`src/inc/eip_pkg.sv`:
```
// Package for the external interrupt pin and power-down entry block
// Notes on behaviour
// - Changing polarity of the first pin may set its request flag, per pin level.
// - Changing input enable of the second pin may set its request flag.
// - Changing polarity of the second pin may set its request flag.
// - First skip-test clears first flag; issue it one instruction after the change.
// - Second skip-test clears second flag; issue it one instruction after the change.
// - Skip-test may skip the next instruction when set; software follows it with a no-op.
// - Clearing second pin enable disables that pin's input path.
// - Power-down is entered only when a power-down command directly follows the enable.
// - A power-down command without the enable just before it does nothing.
// - Control bit 3 gates the pin input: 0 off, 1 on.
// - Control bit 2: 0 falling edge or low level, 1 rising edge or high.
// - Control bit 1: 0 single selected edge, 1 both edges.
// - Enable bit 0 disables interrupt and makes skip-test valid; 1 the reverse.
package eip_pkg;

  localparam int NIB_W = 4;
  localparam int ADDR_W = 8;

  // Register byte offsets
  localparam logic [ADDR_W-1:0] ADDR_CTRL0 = 8'h00;
  localparam logic [ADDR_W-1:0] ADDR_CTRL1 = 8'h04;
  localparam logic [ADDR_W-1:0] ADDR_IEN = 8'h08;
  localparam logic [ADDR_W-1:0] ADDR_CMD = 8'h0C;
  localparam logic [ADDR_W-1:0] ADDR_STAT = 8'h10;

  // Pin control fields
  localparam int CTRL_EN_BIT = 3;
  localparam int CTRL_POL_BIT = 2;
  localparam int CTRL_BOTH_BIT = 1;

  // Enable register fields
  localparam int IEN_PIN0_BIT = 0;
  localparam int IEN_PIN1_BIT = 1;

  // Status register fields
  localparam int STAT_FLAG_LSB = 0;
  localparam int STAT_SKIP_BIT = 2;
  localparam int STAT_PD_LSB = 3;

  localparam logic [NIB_W-1:0] CTRL_RST = 4'h0;
  localparam logic [NIB_W-1:0] IEN_RST = 4'h0;
  localparam logic [1:0] HTRANS_NONSEQ = 2'h2;
  localparam int CMD_W = 3;

  // Command codes written to the command register
  typedef enum logic [CMD_W-1:0] {
    CMD_NOP = 3'b000,
    CMD_SKIP0 = 3'b001,
    CMD_SKIP1 = 3'b010,
    CMD_PD_EN = 3'b011,
    CMD_PD = 3'b100,
    CMD_BACKUP = 3'b101
  } eip_cmd_t;

  // Power-down sequencer
  typedef enum logic [1:0] {
    PD_RUN = 2'b00,
    PD_ARMED = 2'b01,
    PD_STOP = 2'b10,
    PD_BACKUP = 2'b11
  } eip_pd_t;

  // Bus-facing outputs travel together
  typedef struct packed {
    logic hreadyout;
    logic hresp;
    logic [31:0] hrdata;
  } eip_ahb_out_t;

  typedef struct packed {
    logic [NIB_W-1:0] ctrl0;
    logic [NIB_W-1:0] ctrl1;
    logic [NIB_W-1:0] ien;
    logic [1:0] flag;
    logic [1:0] irq;
    logic skip;
    eip_pd_t pd;
    logic pd_stop;
    logic pd_backup;
    logic wr_pend;
    logic [ADDR_W-1:0] wr_addr;
    eip_ahb_out_t bus;
  } eip_state_t;

  typedef struct packed {
    logic prev_act;
    logic prev_gate;
  } eip_edge_st_t;

endpackage : eip_pkg

```
`src/core/eip_edge.sv`:
```
// Edge detector for one external interrupt pin
`timescale 1ns/1ps
`default_nettype none
module eip_edge
  import eip_pkg::*;
(
  input wire logic hclk, // System clock
  input wire logic hresetn, // Async reset, active low
  input wire logic pin, // Pin level, synchronous to hclk
  input wire logic [NIB_W-1:0] ctrl, // Pin control nibble
  output logic event_o // One-cycle detection pulse
);

  eip_edge_st_t st_r;
  eip_edge_st_t st_nxt;
  logic gate;
  logic act;

  // Detection works on the gated level, polarity-adjusted for single edge only, so a control write
  // itself can produce an edge; software masks the interrupt around it
  always_comb begin
    gate = ctrl[CTRL_EN_BIT] & pin;
    act = ctrl[CTRL_EN_BIT] & (ctrl[CTRL_POL_BIT] ? pin : ~pin);
    st_nxt.prev_act = act;
    st_nxt.prev_gate = gate;
    if (ctrl[CTRL_BOTH_BIT]) begin
      event_o = gate ^ st_r.prev_gate;
    end else begin
      event_o = act & ~st_r.prev_act;
    end
  end

  // History of both views of the pin
  always_ff @(posedge hclk or negedge hresetn) begin
    if (!hresetn) begin
      st_r <= '0;
    end else begin
      st_r <= st_nxt;
    end
  end

endmodule : eip_edge
`default_nettype wire

```
`src/core/eip_top.sv`:
```
// External interrupt pins, skip-test logic and power-down entry, AHB-Lite slave
//
// The AHB-Lite slave port and the address map were left to the implementer.
`timescale 1ns/1ps
`default_nettype none
module eip_top
  import eip_pkg::*;
(
  input wire logic hclk, // System clock, 25 MHz
  input wire logic hresetn, // Async reset, active low
  input wire logic hsel, // Slave select
  input wire logic [31:0] haddr, // Byte address
  input wire logic [1:0] htrans, // Transfer type
  input wire logic hwrite, // Write not read
  input wire logic [2:0] hsize, // Transfer size, word only
  input wire logic [31:0] hwdata, // Write data
  input wire logic hready, // Bus ready in
  output logic hreadyout, // Slave ready out
  output logic hresp, // Always OKAY
  output logic [31:0] hrdata, // Read data
  input wire logic first_ext_irq_pin, // First external interrupt pin
  input wire logic second_ext_irq_pin, // Second external interrupt pin
  input wire logic [1:0] irq_accept, // Core accepted request, one pulse per pin
  output logic [1:0] irq_req, // Interrupt request to the core
  output logic powerdown_o, // Device in power-down stop state
  output logic ram_backup_o // Device in RAM back-up state
);

  eip_state_t st_r;
  eip_state_t st_nxt;
  logic [1:0] pin_evt;
  logic addr_ok;
  logic cmd_wr;
  eip_cmd_t cmd;

  // True when the address lands on a word we decode
  function automatic logic is_mapped(input logic [ADDR_W-1:0] a);
    is_mapped = (a == ADDR_CTRL0) || (a == ADDR_CTRL1) || (a == ADDR_IEN) ||
                (a == ADDR_CMD) || (a == ADDR_STAT);
  endfunction : is_mapped

  // Read view of a state; used so reads see writes from the same cycle
  function automatic logic [31:0] read_word(input logic [ADDR_W-1:0] a,
                                            input eip_state_t s);
    logic [31:0] w;
    w = '0;
    if (a == ADDR_CTRL0) begin
      w[NIB_W-1:0] = s.ctrl0;
    end else if (a == ADDR_CTRL1) begin
      w[NIB_W-1:0] = s.ctrl1;
    end else if (a == ADDR_IEN) begin
      w[NIB_W-1:0] = s.ien;
    end else if (a == ADDR_STAT) begin
      w[STAT_FLAG_LSB +: 2] = s.flag;
      w[STAT_SKIP_BIT] = s.skip;
      w[STAT_PD_LSB +: 2] = s.pd;
    end
    read_word = w;
  endfunction : read_word

  // Skip-test: valid only while the pin's interrupt is disabled
  function automatic logic skip_valid(input logic [NIB_W-1:0] ien, input int idx);
    skip_valid = ~ien[idx];
  endfunction : skip_valid

  // One detector per pin
  eip_edge u_edge0 (
    .hclk(hclk),
    .hresetn(hresetn),
    .pin(first_ext_irq_pin),
    .ctrl(st_r.ctrl0),
    .event_o(pin_evt[0])
  );

  eip_edge u_edge1 (
    .hclk(hclk),
    .hresetn(hresetn),
    .pin(second_ext_irq_pin),
    .ctrl(st_r.ctrl1),
    .event_o(pin_evt[1])
  );

  // Next-state logic: bus data phase, commands, flags and power-down
  always_comb begin
    st_nxt = st_r;
    addr_ok = 1'b0;
    cmd_wr = st_r.wr_pend && (st_r.wr_addr == ADDR_CMD);
    cmd = eip_cmd_t'(hwdata[CMD_W-1:0]);

    // Write data phase; zero wait states so hwdata stands now
    if (st_r.wr_pend) begin
      if (st_r.wr_addr == ADDR_CTRL0) begin
        st_nxt.ctrl0 = hwdata[NIB_W-1:0];
      end
      if (st_r.wr_addr == ADDR_CTRL1) begin
        st_nxt.ctrl1 = hwdata[NIB_W-1:0];
      end
      if (st_r.wr_addr == ADDR_IEN) begin
        st_nxt.ien = hwdata[NIB_W-1:0];
      end
    end

    // Skip-test commands report and clear the flag in one step
    if (cmd_wr && cmd == CMD_SKIP0) begin
      if (skip_valid(st_r.ien, IEN_PIN0_BIT)) begin
        st_nxt.skip = st_r.flag[0];
        st_nxt.flag[0] = 1'b0;
      end else begin
        st_nxt.skip = 1'b0;
      end
    end
    if (cmd_wr && cmd == CMD_SKIP1) begin
      if (skip_valid(st_r.ien, IEN_PIN1_BIT)) begin
        st_nxt.skip = st_r.flag[1];
        st_nxt.flag[1] = 1'b0;
      end else begin
        st_nxt.skip = 1'b0;
      end
    end

    // Accept clears; a new edge in the same cycle wins so it is not lost
    st_nxt.flag = (st_nxt.flag & ~irq_accept) | pin_evt;

    // Any other bus write breaks the enable-then-power-down pairing
    unique case (st_r.pd)
      PD_RUN: begin
        if (cmd_wr && cmd == CMD_PD_EN) begin
          st_nxt.pd = PD_ARMED;
        end
      end
      PD_ARMED: begin
        if (st_r.wr_pend) begin
          if (cmd_wr && cmd == CMD_PD) begin
            st_nxt.pd = PD_STOP;
          end else if (cmd_wr && cmd == CMD_BACKUP) begin
            st_nxt.pd = PD_BACKUP;
          end else if (cmd_wr && cmd == CMD_PD_EN) begin
            st_nxt.pd = PD_ARMED;
          end else begin
            st_nxt.pd = PD_RUN;
          end
        end
      end
      PD_STOP, PD_BACKUP: begin
        // Wake on any detected pin edge; the bus itself stays alive
        if (|pin_evt) begin
          st_nxt.pd = PD_RUN;
        end
      end
    endcase

    // Power state decoded ahead of the flops so the outputs carry no logic
    st_nxt.pd_stop = (st_nxt.pd == PD_STOP);
    st_nxt.pd_backup = (st_nxt.pd == PD_BACKUP);

    // Request follows flag and enable, registered for a clean output
    st_nxt.irq[0] = st_nxt.flag[0] & st_nxt.ien[IEN_PIN0_BIT];
    st_nxt.irq[1] = st_nxt.flag[1] & st_nxt.ien[IEN_PIN1_BIT];

    // Address phase: capture writes, answer reads from next state
    st_nxt.wr_pend = 1'b0;
    st_nxt.bus.hrdata = '0;
    st_nxt.bus.hreadyout = 1'b1;
    st_nxt.bus.hresp = 1'b0;
    if (hsel && hready && htrans[1]) begin
      addr_ok = is_mapped(haddr[ADDR_W-1:0]) && (haddr[31:ADDR_W] == '0);
      if (hwrite) begin
        st_nxt.wr_pend = 1'b1;
        st_nxt.wr_addr = addr_ok ? haddr[ADDR_W-1:0] : ADDR_STAT;
      end else if (addr_ok) begin
        st_nxt.bus.hrdata = read_word(haddr[ADDR_W-1:0], st_nxt);
      end
    end
  end

  // Single state register
  always_ff @(posedge hclk or negedge hresetn) begin
    if (!hresetn) begin
      st_r.ctrl0 <= CTRL_RST;
      st_r.ctrl1 <= CTRL_RST;
      st_r.ien <= IEN_RST;
      st_r.flag <= '0;
      st_r.irq <= '0;
      st_r.skip <= 1'b0;
      st_r.pd <= PD_RUN;
      st_r.pd_stop <= 1'b0;
      st_r.pd_backup <= 1'b0;
      st_r.wr_pend <= 1'b0;
      st_r.wr_addr <= '0;
      st_r.bus.hreadyout <= 1'b1;
      st_r.bus.hresp <= 1'b0;
      st_r.bus.hrdata <= '0;
    end else begin
      st_r <= st_nxt;
    end
  end

  // Outputs straight from the state register
  assign hreadyout = st_r.bus.hreadyout;
  assign hresp = st_r.bus.hresp;
  assign hrdata = st_r.bus.hrdata;
  assign irq_req = st_r.irq;
  assign powerdown_o = st_r.pd_stop;
  assign ram_backup_o = st_r.pd_backup;

endmodule : eip_top
`default_nettype wire

```
`config.mk`:
```
export PLATFORM = sky130hd
export DESIGN_NAME = eip_top
export DESIGN_NICKNAME = d
export VERILOG_FILES = /design/src/inc/eip_pkg.sv /design/src/core/eip_edge.sv /design/src/core/eip_top.sv
export SDC_FILE = /design/constraint.sdc
export NUM_CORES = 1
export LEC_CHECK = 0
export BUFFER_PORTS_ARGS = -buffer_cell sky130_fd_sc_hd__clkbuf_2
export CAP_MARGIN = 20
export CORE_MARGIN = 5
export CORE_UTILIZATION = 45
export DETAILED_ROUTE_END_ITERATION = 12
export GPL_TIMING_DRIVEN = 0
export PLACE_DENSITY = 0.85
export REMOVE_ABC_BUFFERS = 1
export SLEW_MARGIN = 20
export SYNTH_ARGS = -nofsm -noshare
export SYNTH_HDL_FRONTEND = slang
export SYNTH_SLANG_ARGS = --single-unit
```
`constraint.sdc`:
```
create_clock -name hclk -period 2.1 [get_ports hclk]
set_input_delay 0.315 -clock hclk [delete_from_list [all_inputs] [get_ports hclk]]
set_output_delay 0.315 -clock hclk [all_outputs]
set_load 0.02 [all_outputs]
```
# ---- After elaboration in Yosys (flattened, before gate mapping)
# Cells that the tools add are included.
dict set report word_totals {
  reg_bits 66
  inputBits 78
  word_cells 106
  output_inout_bits 38
}
dict set report op_classes {
  n_eq_ne 17
  bitwise_logic 17
  n_reduce_logical 20
  mux 36
}
# operator count
set op_table {}
lappend op_table {{8-bit by 4-bit equality test with 1-bit output, second input constant} 4}
lappend op_table {{24-bit zero test} 1}
lappend op_table {{4-bit two-way mux} 6}
lappend op_table {{5-bit two-way mux} 4}
lappend op_table {{9-bit two-way mux} 2}
lappend op_table {{8-bit by 3-bit equality test with 1-bit output, second input constant} 2}
lappend op_table {{8-bit zero test} 2}
lappend op_table {{1-bit two-way mux} 16}
lappend op_table {{12-bit two-way mux} 1}
lappend op_table {{2-bit two-way mux} 5}
lappend op_table {{1-bit logical AND} 9}
lappend op_table {{1-bit AND} 8}
lappend op_table {{2-bit equality test, second input constant} 4}
lappend op_table {{8-bit by 5-bit equality test with 1-bit output, second input constant} 1}
lappend op_table {{8-bit two-way mux} 1}
lappend op_table {{3-bit by 2-bit equality test with 1-bit output, second input constant} 2}
lappend op_table {{3-bit equality test, second input constant} 2}
lappend op_table {{2-bit one-hot mux with 3 select lines} 1}
lappend op_table {{1-bit logical OR} 4}
lappend op_table {{1-bit NOT} 4}
lappend op_table {{2-bit OR reduction} 2}
lappend op_table {{3-bit by 1-bit equality test with 1-bit output, second input constant} 1}
lappend op_table {{2-bit AND} 1}
lappend op_table {{2-bit by 1-bit equality test with 1-bit output, second input constant} 1}
lappend op_table {{5 further kinds} 6}

# ---- Depth between registers and ports, before layout
dict set report logic_depth {
  depth_word 15
  mapped_depth 7
}

# ---- Cells and area by module
# A second synthesis with hierarchy kept.
dict set report hier_totals {
  hier_cells 215
  area_unflattened_um2 2232.1
}
# module instances cells_each area_each_um2
set by_module_without_submodules {}
lappend by_module_without_submodules {eip_top 1 195 2016.9}
lappend by_module_without_submodules {eip_edge 2 10 107.6}

# ---- Worst setup path before layout
# Ideal clock, no wire load.
dict set report synth_timing {
  path_kind {register -> register}
  start {reg st_r[39] (netlist bit)}
  end {reg hrdata[1] (netlist name)}
  t_required_ns 2.006
  setup_slack_ns 0.190
  path_buffers 0
  setup_ns 0.094
  path_stages_with_launch 7
  t_arrival_ns 1.816
  period_less_slack_ns 1.910
  path_cell_list {dfrtp_1 -> nor4_4 -> nand4_1 -> mux2_2 -> a21boi_1 -> a211o_1 -> a221oi_2}
}
# element line
set synth_lines {}
lappend synth_lines {{start: declaration} eip_top.sv:29} ;# eip_state_t st_r;
lappend synth_lines {{start signal: assignment} eip_top.sv:194} ;# st_r <= st_nxt;

==> key figures <==
Final layout
  – Final core utilization: between 50% and 60%
  – Share of layout cells above drive strength 1: around a third
  – Most frequent cells in the layout: clkbuf_2, dfrtp_1, conb_1, inv_1, nor2_1
  – Diode count: 0
  – Non-Filler Instances: approximately 320
  – Fin nets: approximately 350
  – Finished Cell Area: approximately 0.0025 mm²
  – Leading cell type in the layout, fill and taps excluded: clkbuf_2
  – Layout area overhead: 17.57%

STA
  – Post-route minimum period: 2.080 ns
  – Max Fclk: approximately 0.48 GHz
  – RSZ-0062 raised after global routing: true
  – Clock Skews: ~0.0050 ns
  – Rel. slew slack: between 60% and 70%
  – Slew Limit Fails: 0
  – Slew @ Worst Pin: around 0.54 ns
  – Endpoints failing setup: 0
  – Period utilisation layout: ~100%
  – Hold slack: 0.2874 ns
  – Final hold violation count: 0

Yosys
  – EDFF count, synth: 0
  – Number of synthesized register bits: 39
  – Dominant synthesized flop cell: dfrtp_1
  – Synthesized instance count: between 200 and 250
  – Cell variety after synth: between 50 and 60
  – Sequential element share of the synthesized area: a little under half
  – Syn avg cell area: 10.26 µm²
  – Ys async rst share: 100.0%
  – Cell Area, Synth: between 0.002 and 0.0025 mm²
  – Synth warn: 0

Critical path
  – Max incr delay on CP: around 0.41 ns
  – Crit-path max FO: 4
  – Arrival time of the worst setup path: 2.24 ns
  – Slowest cell on the critical path: dfrtp_1
  – CP cell instances: nor4_4 -> nand4_1 -> buf_4 -> nor3b_2 -> o21ai_2 -> a222oi_1 -> a211oi_1
  – CP Capture Type: register
  – Setup crit start kind: register
  – Worst Path Required: 2.26 ns
  – WS Path Type: register to register

Floorplanning
  – IO Count: approximately 120
  – Core Box Area: roughly 0.0047 mm²
  – Die area: ~0.0063 mm²
  – Initial Util: 46.13%
  – Die X: 79.36 µm
  – Die Height: about 80 µm
  – Row Count: 25

Route
  – Via count: between 1500 and 2000
  – Routed WL per cell: roughly 16 µm
  – DRT Pass-1 Iters: 8
  – Detail Route Antenna Nets: 0
  – Total Wirelength: 5060 µm
  – DRC viols: 0
  – Initial DRC count: a little over 100
  – Vias per std cell: about 5.3

Place
  – Cell Area, Placed: about 0.0023 mm²
  – IO buf count: 54
  – Dpl cells: 307
  – Routability cong.: 0.8713
  – Placed wire-length estimate: between 3000 and 4000 µm

Global routing
  – First-pass GRT wire length: 7948 µm
  – All-Layer GR Usage: between 15 and 20%
  – Vias in the first global route: about 1700
  – Largest net degree at the start of global routing: 40
  – Aggregate global routing overflow: 0
  – Initial antenna violation count: 0

CTS
  – CTS buffer count: 5
  – Longest Clk Path Bufs: 2
  – CTS tree: built
  – Clock-pin slew of the registers on the worst-case setup and hold paths: roughly 0.070 ns
  – Clock Latency Late Sink: 0.29 ns
  – Sink Count: 39
  – # H-tree levels: 2
  – CTS root buf: clkbuf_8

Outcome
  – Status: finished, final reports clean

Hold path
  – Hold Path Class: input port to register

Pwr
  – P per Cell Area: 673.1 mW/mm²
  – Lkg Pwr: ~1.2 nW
  – Maximum VDD drop: between 300 and 400 µV

Run
  – Maxcap violations: 0
-- repair_timing --
action / CTS / global route
setup endpoints to repair: 2 / 6
endpoints found under the hold margin: 0 / 9
resized for setup: 1 / 9
hold buffers: 0 / 1
pin swaps: 1 / 14
setup buffers: 1 / 5
-- cells in the mapped netlist (3+ instances only) --
cell | number | area (µm²)
mux2_2 | 4 | 45.04
nand4_1 | 4 | 25.02
and2_1 | 11 | 68.82
nor3_1 | 5 | 25.02
o21ai_1 | 3 | 15.01
nand2_1 | 11 | 41.29
nor4_1 | 8 | 50.05
mux2i_1 | 6 | 60.06
dfrtp_1 | 39 | 975.9
nor3b_1 | 3 | 22.52
nand2b_1 | 3 | 18.77
inv_1 | 14 | 52.55
a22o_1 | 3 | 26.28
nor2_1 | 12 | 45.04
buf_4 | 36 | 270.3
-- stage by stage --
step / setup TNS [ns] / setup slack [ns] / total power [mW]
after CTS: -0.006942 / -0.006942 / 1.677
after detailed placement: -0.07687 / -0.07687 / 1.129
after global routing: -0.2053 / -0.06935 / 1.793
after global placement: -0.01732 / -0.01732 / 1.117
final: 0 / 0.02042 / 1.713
after floorplan: 0 / 0.1907 / 1.013
-- layer usage --
metal	GRT usage [%]	part of all wire [%]	vias up
met4	5.155	1.8	0
met1	20.64	41	817
met3	3.401	8.0	12
met2	27.95	49	106
met5	0	0	-
li1	-	-	788
-- sequential cells by signal, indices dropped and copies added, names as in the netlist --
signal        flops
hrdata            5
irq_req           2
st_r             26
ram_backup_o      1
u_edge0.st_r      2
powerdown_o       1
u_edge1.st_r      2
-- worst max-delay path, delay by kind of cell (launching register included) --
family,cells,cell delay (ns)
AND/OR/NAND/NOR,3,0.77
AO/OA/AOI/OAI,3,0.57
flip-flops,1,0.41
buffers and inverters,1,0.20
-- cell type report --
cell class,instances,area [µm²]
multi-input combinational,146,1003
clock buffer,8,100.1
sequential,39,975.9
timing repair buffer,62,345.3
tap,54,67.56
fill,395,2147
inverter,14,52.55
-- cells by family (layout without fill, tap and decap cells) --
family	Yosys count	count (layout)	synth area share [%]
other cells	2	29	0.3470
mux	12	12	5.896
compound gates	27	27	10.46
xor+xnor	3	3	1.214
flops	39	39	45.09
simple gates	75	75	21.50
buf+inv	53	84	15.49
-- worst paths after layout --
path,cells after the start,from,to,slack [ns]
setup / recovery,7,st_r[40],hrdata[0],0.02
max in group asynchronous,3,hresetn,st_r[42],1.21
hold reg to reg,2,st_r[60],st_r[60],0.49
setup reg to reg,7,st_r[40],hrdata[0],0.02
hold / removal,3,haddr[4],st_r[38],0.29
min in group asynchronous,2,hresetn,u_edge0.st_r[0],0.44
-- power breakdown --
part	internal, mW	leakage, nW	total (mW)	switching (mW)
clock network	0.300	0.0515	0.548	0.248
registers	0.808	0.508	0.849	0.0403
logic	0.131	0.687	0.316	0.186
(Power assumes the default switching activity.)
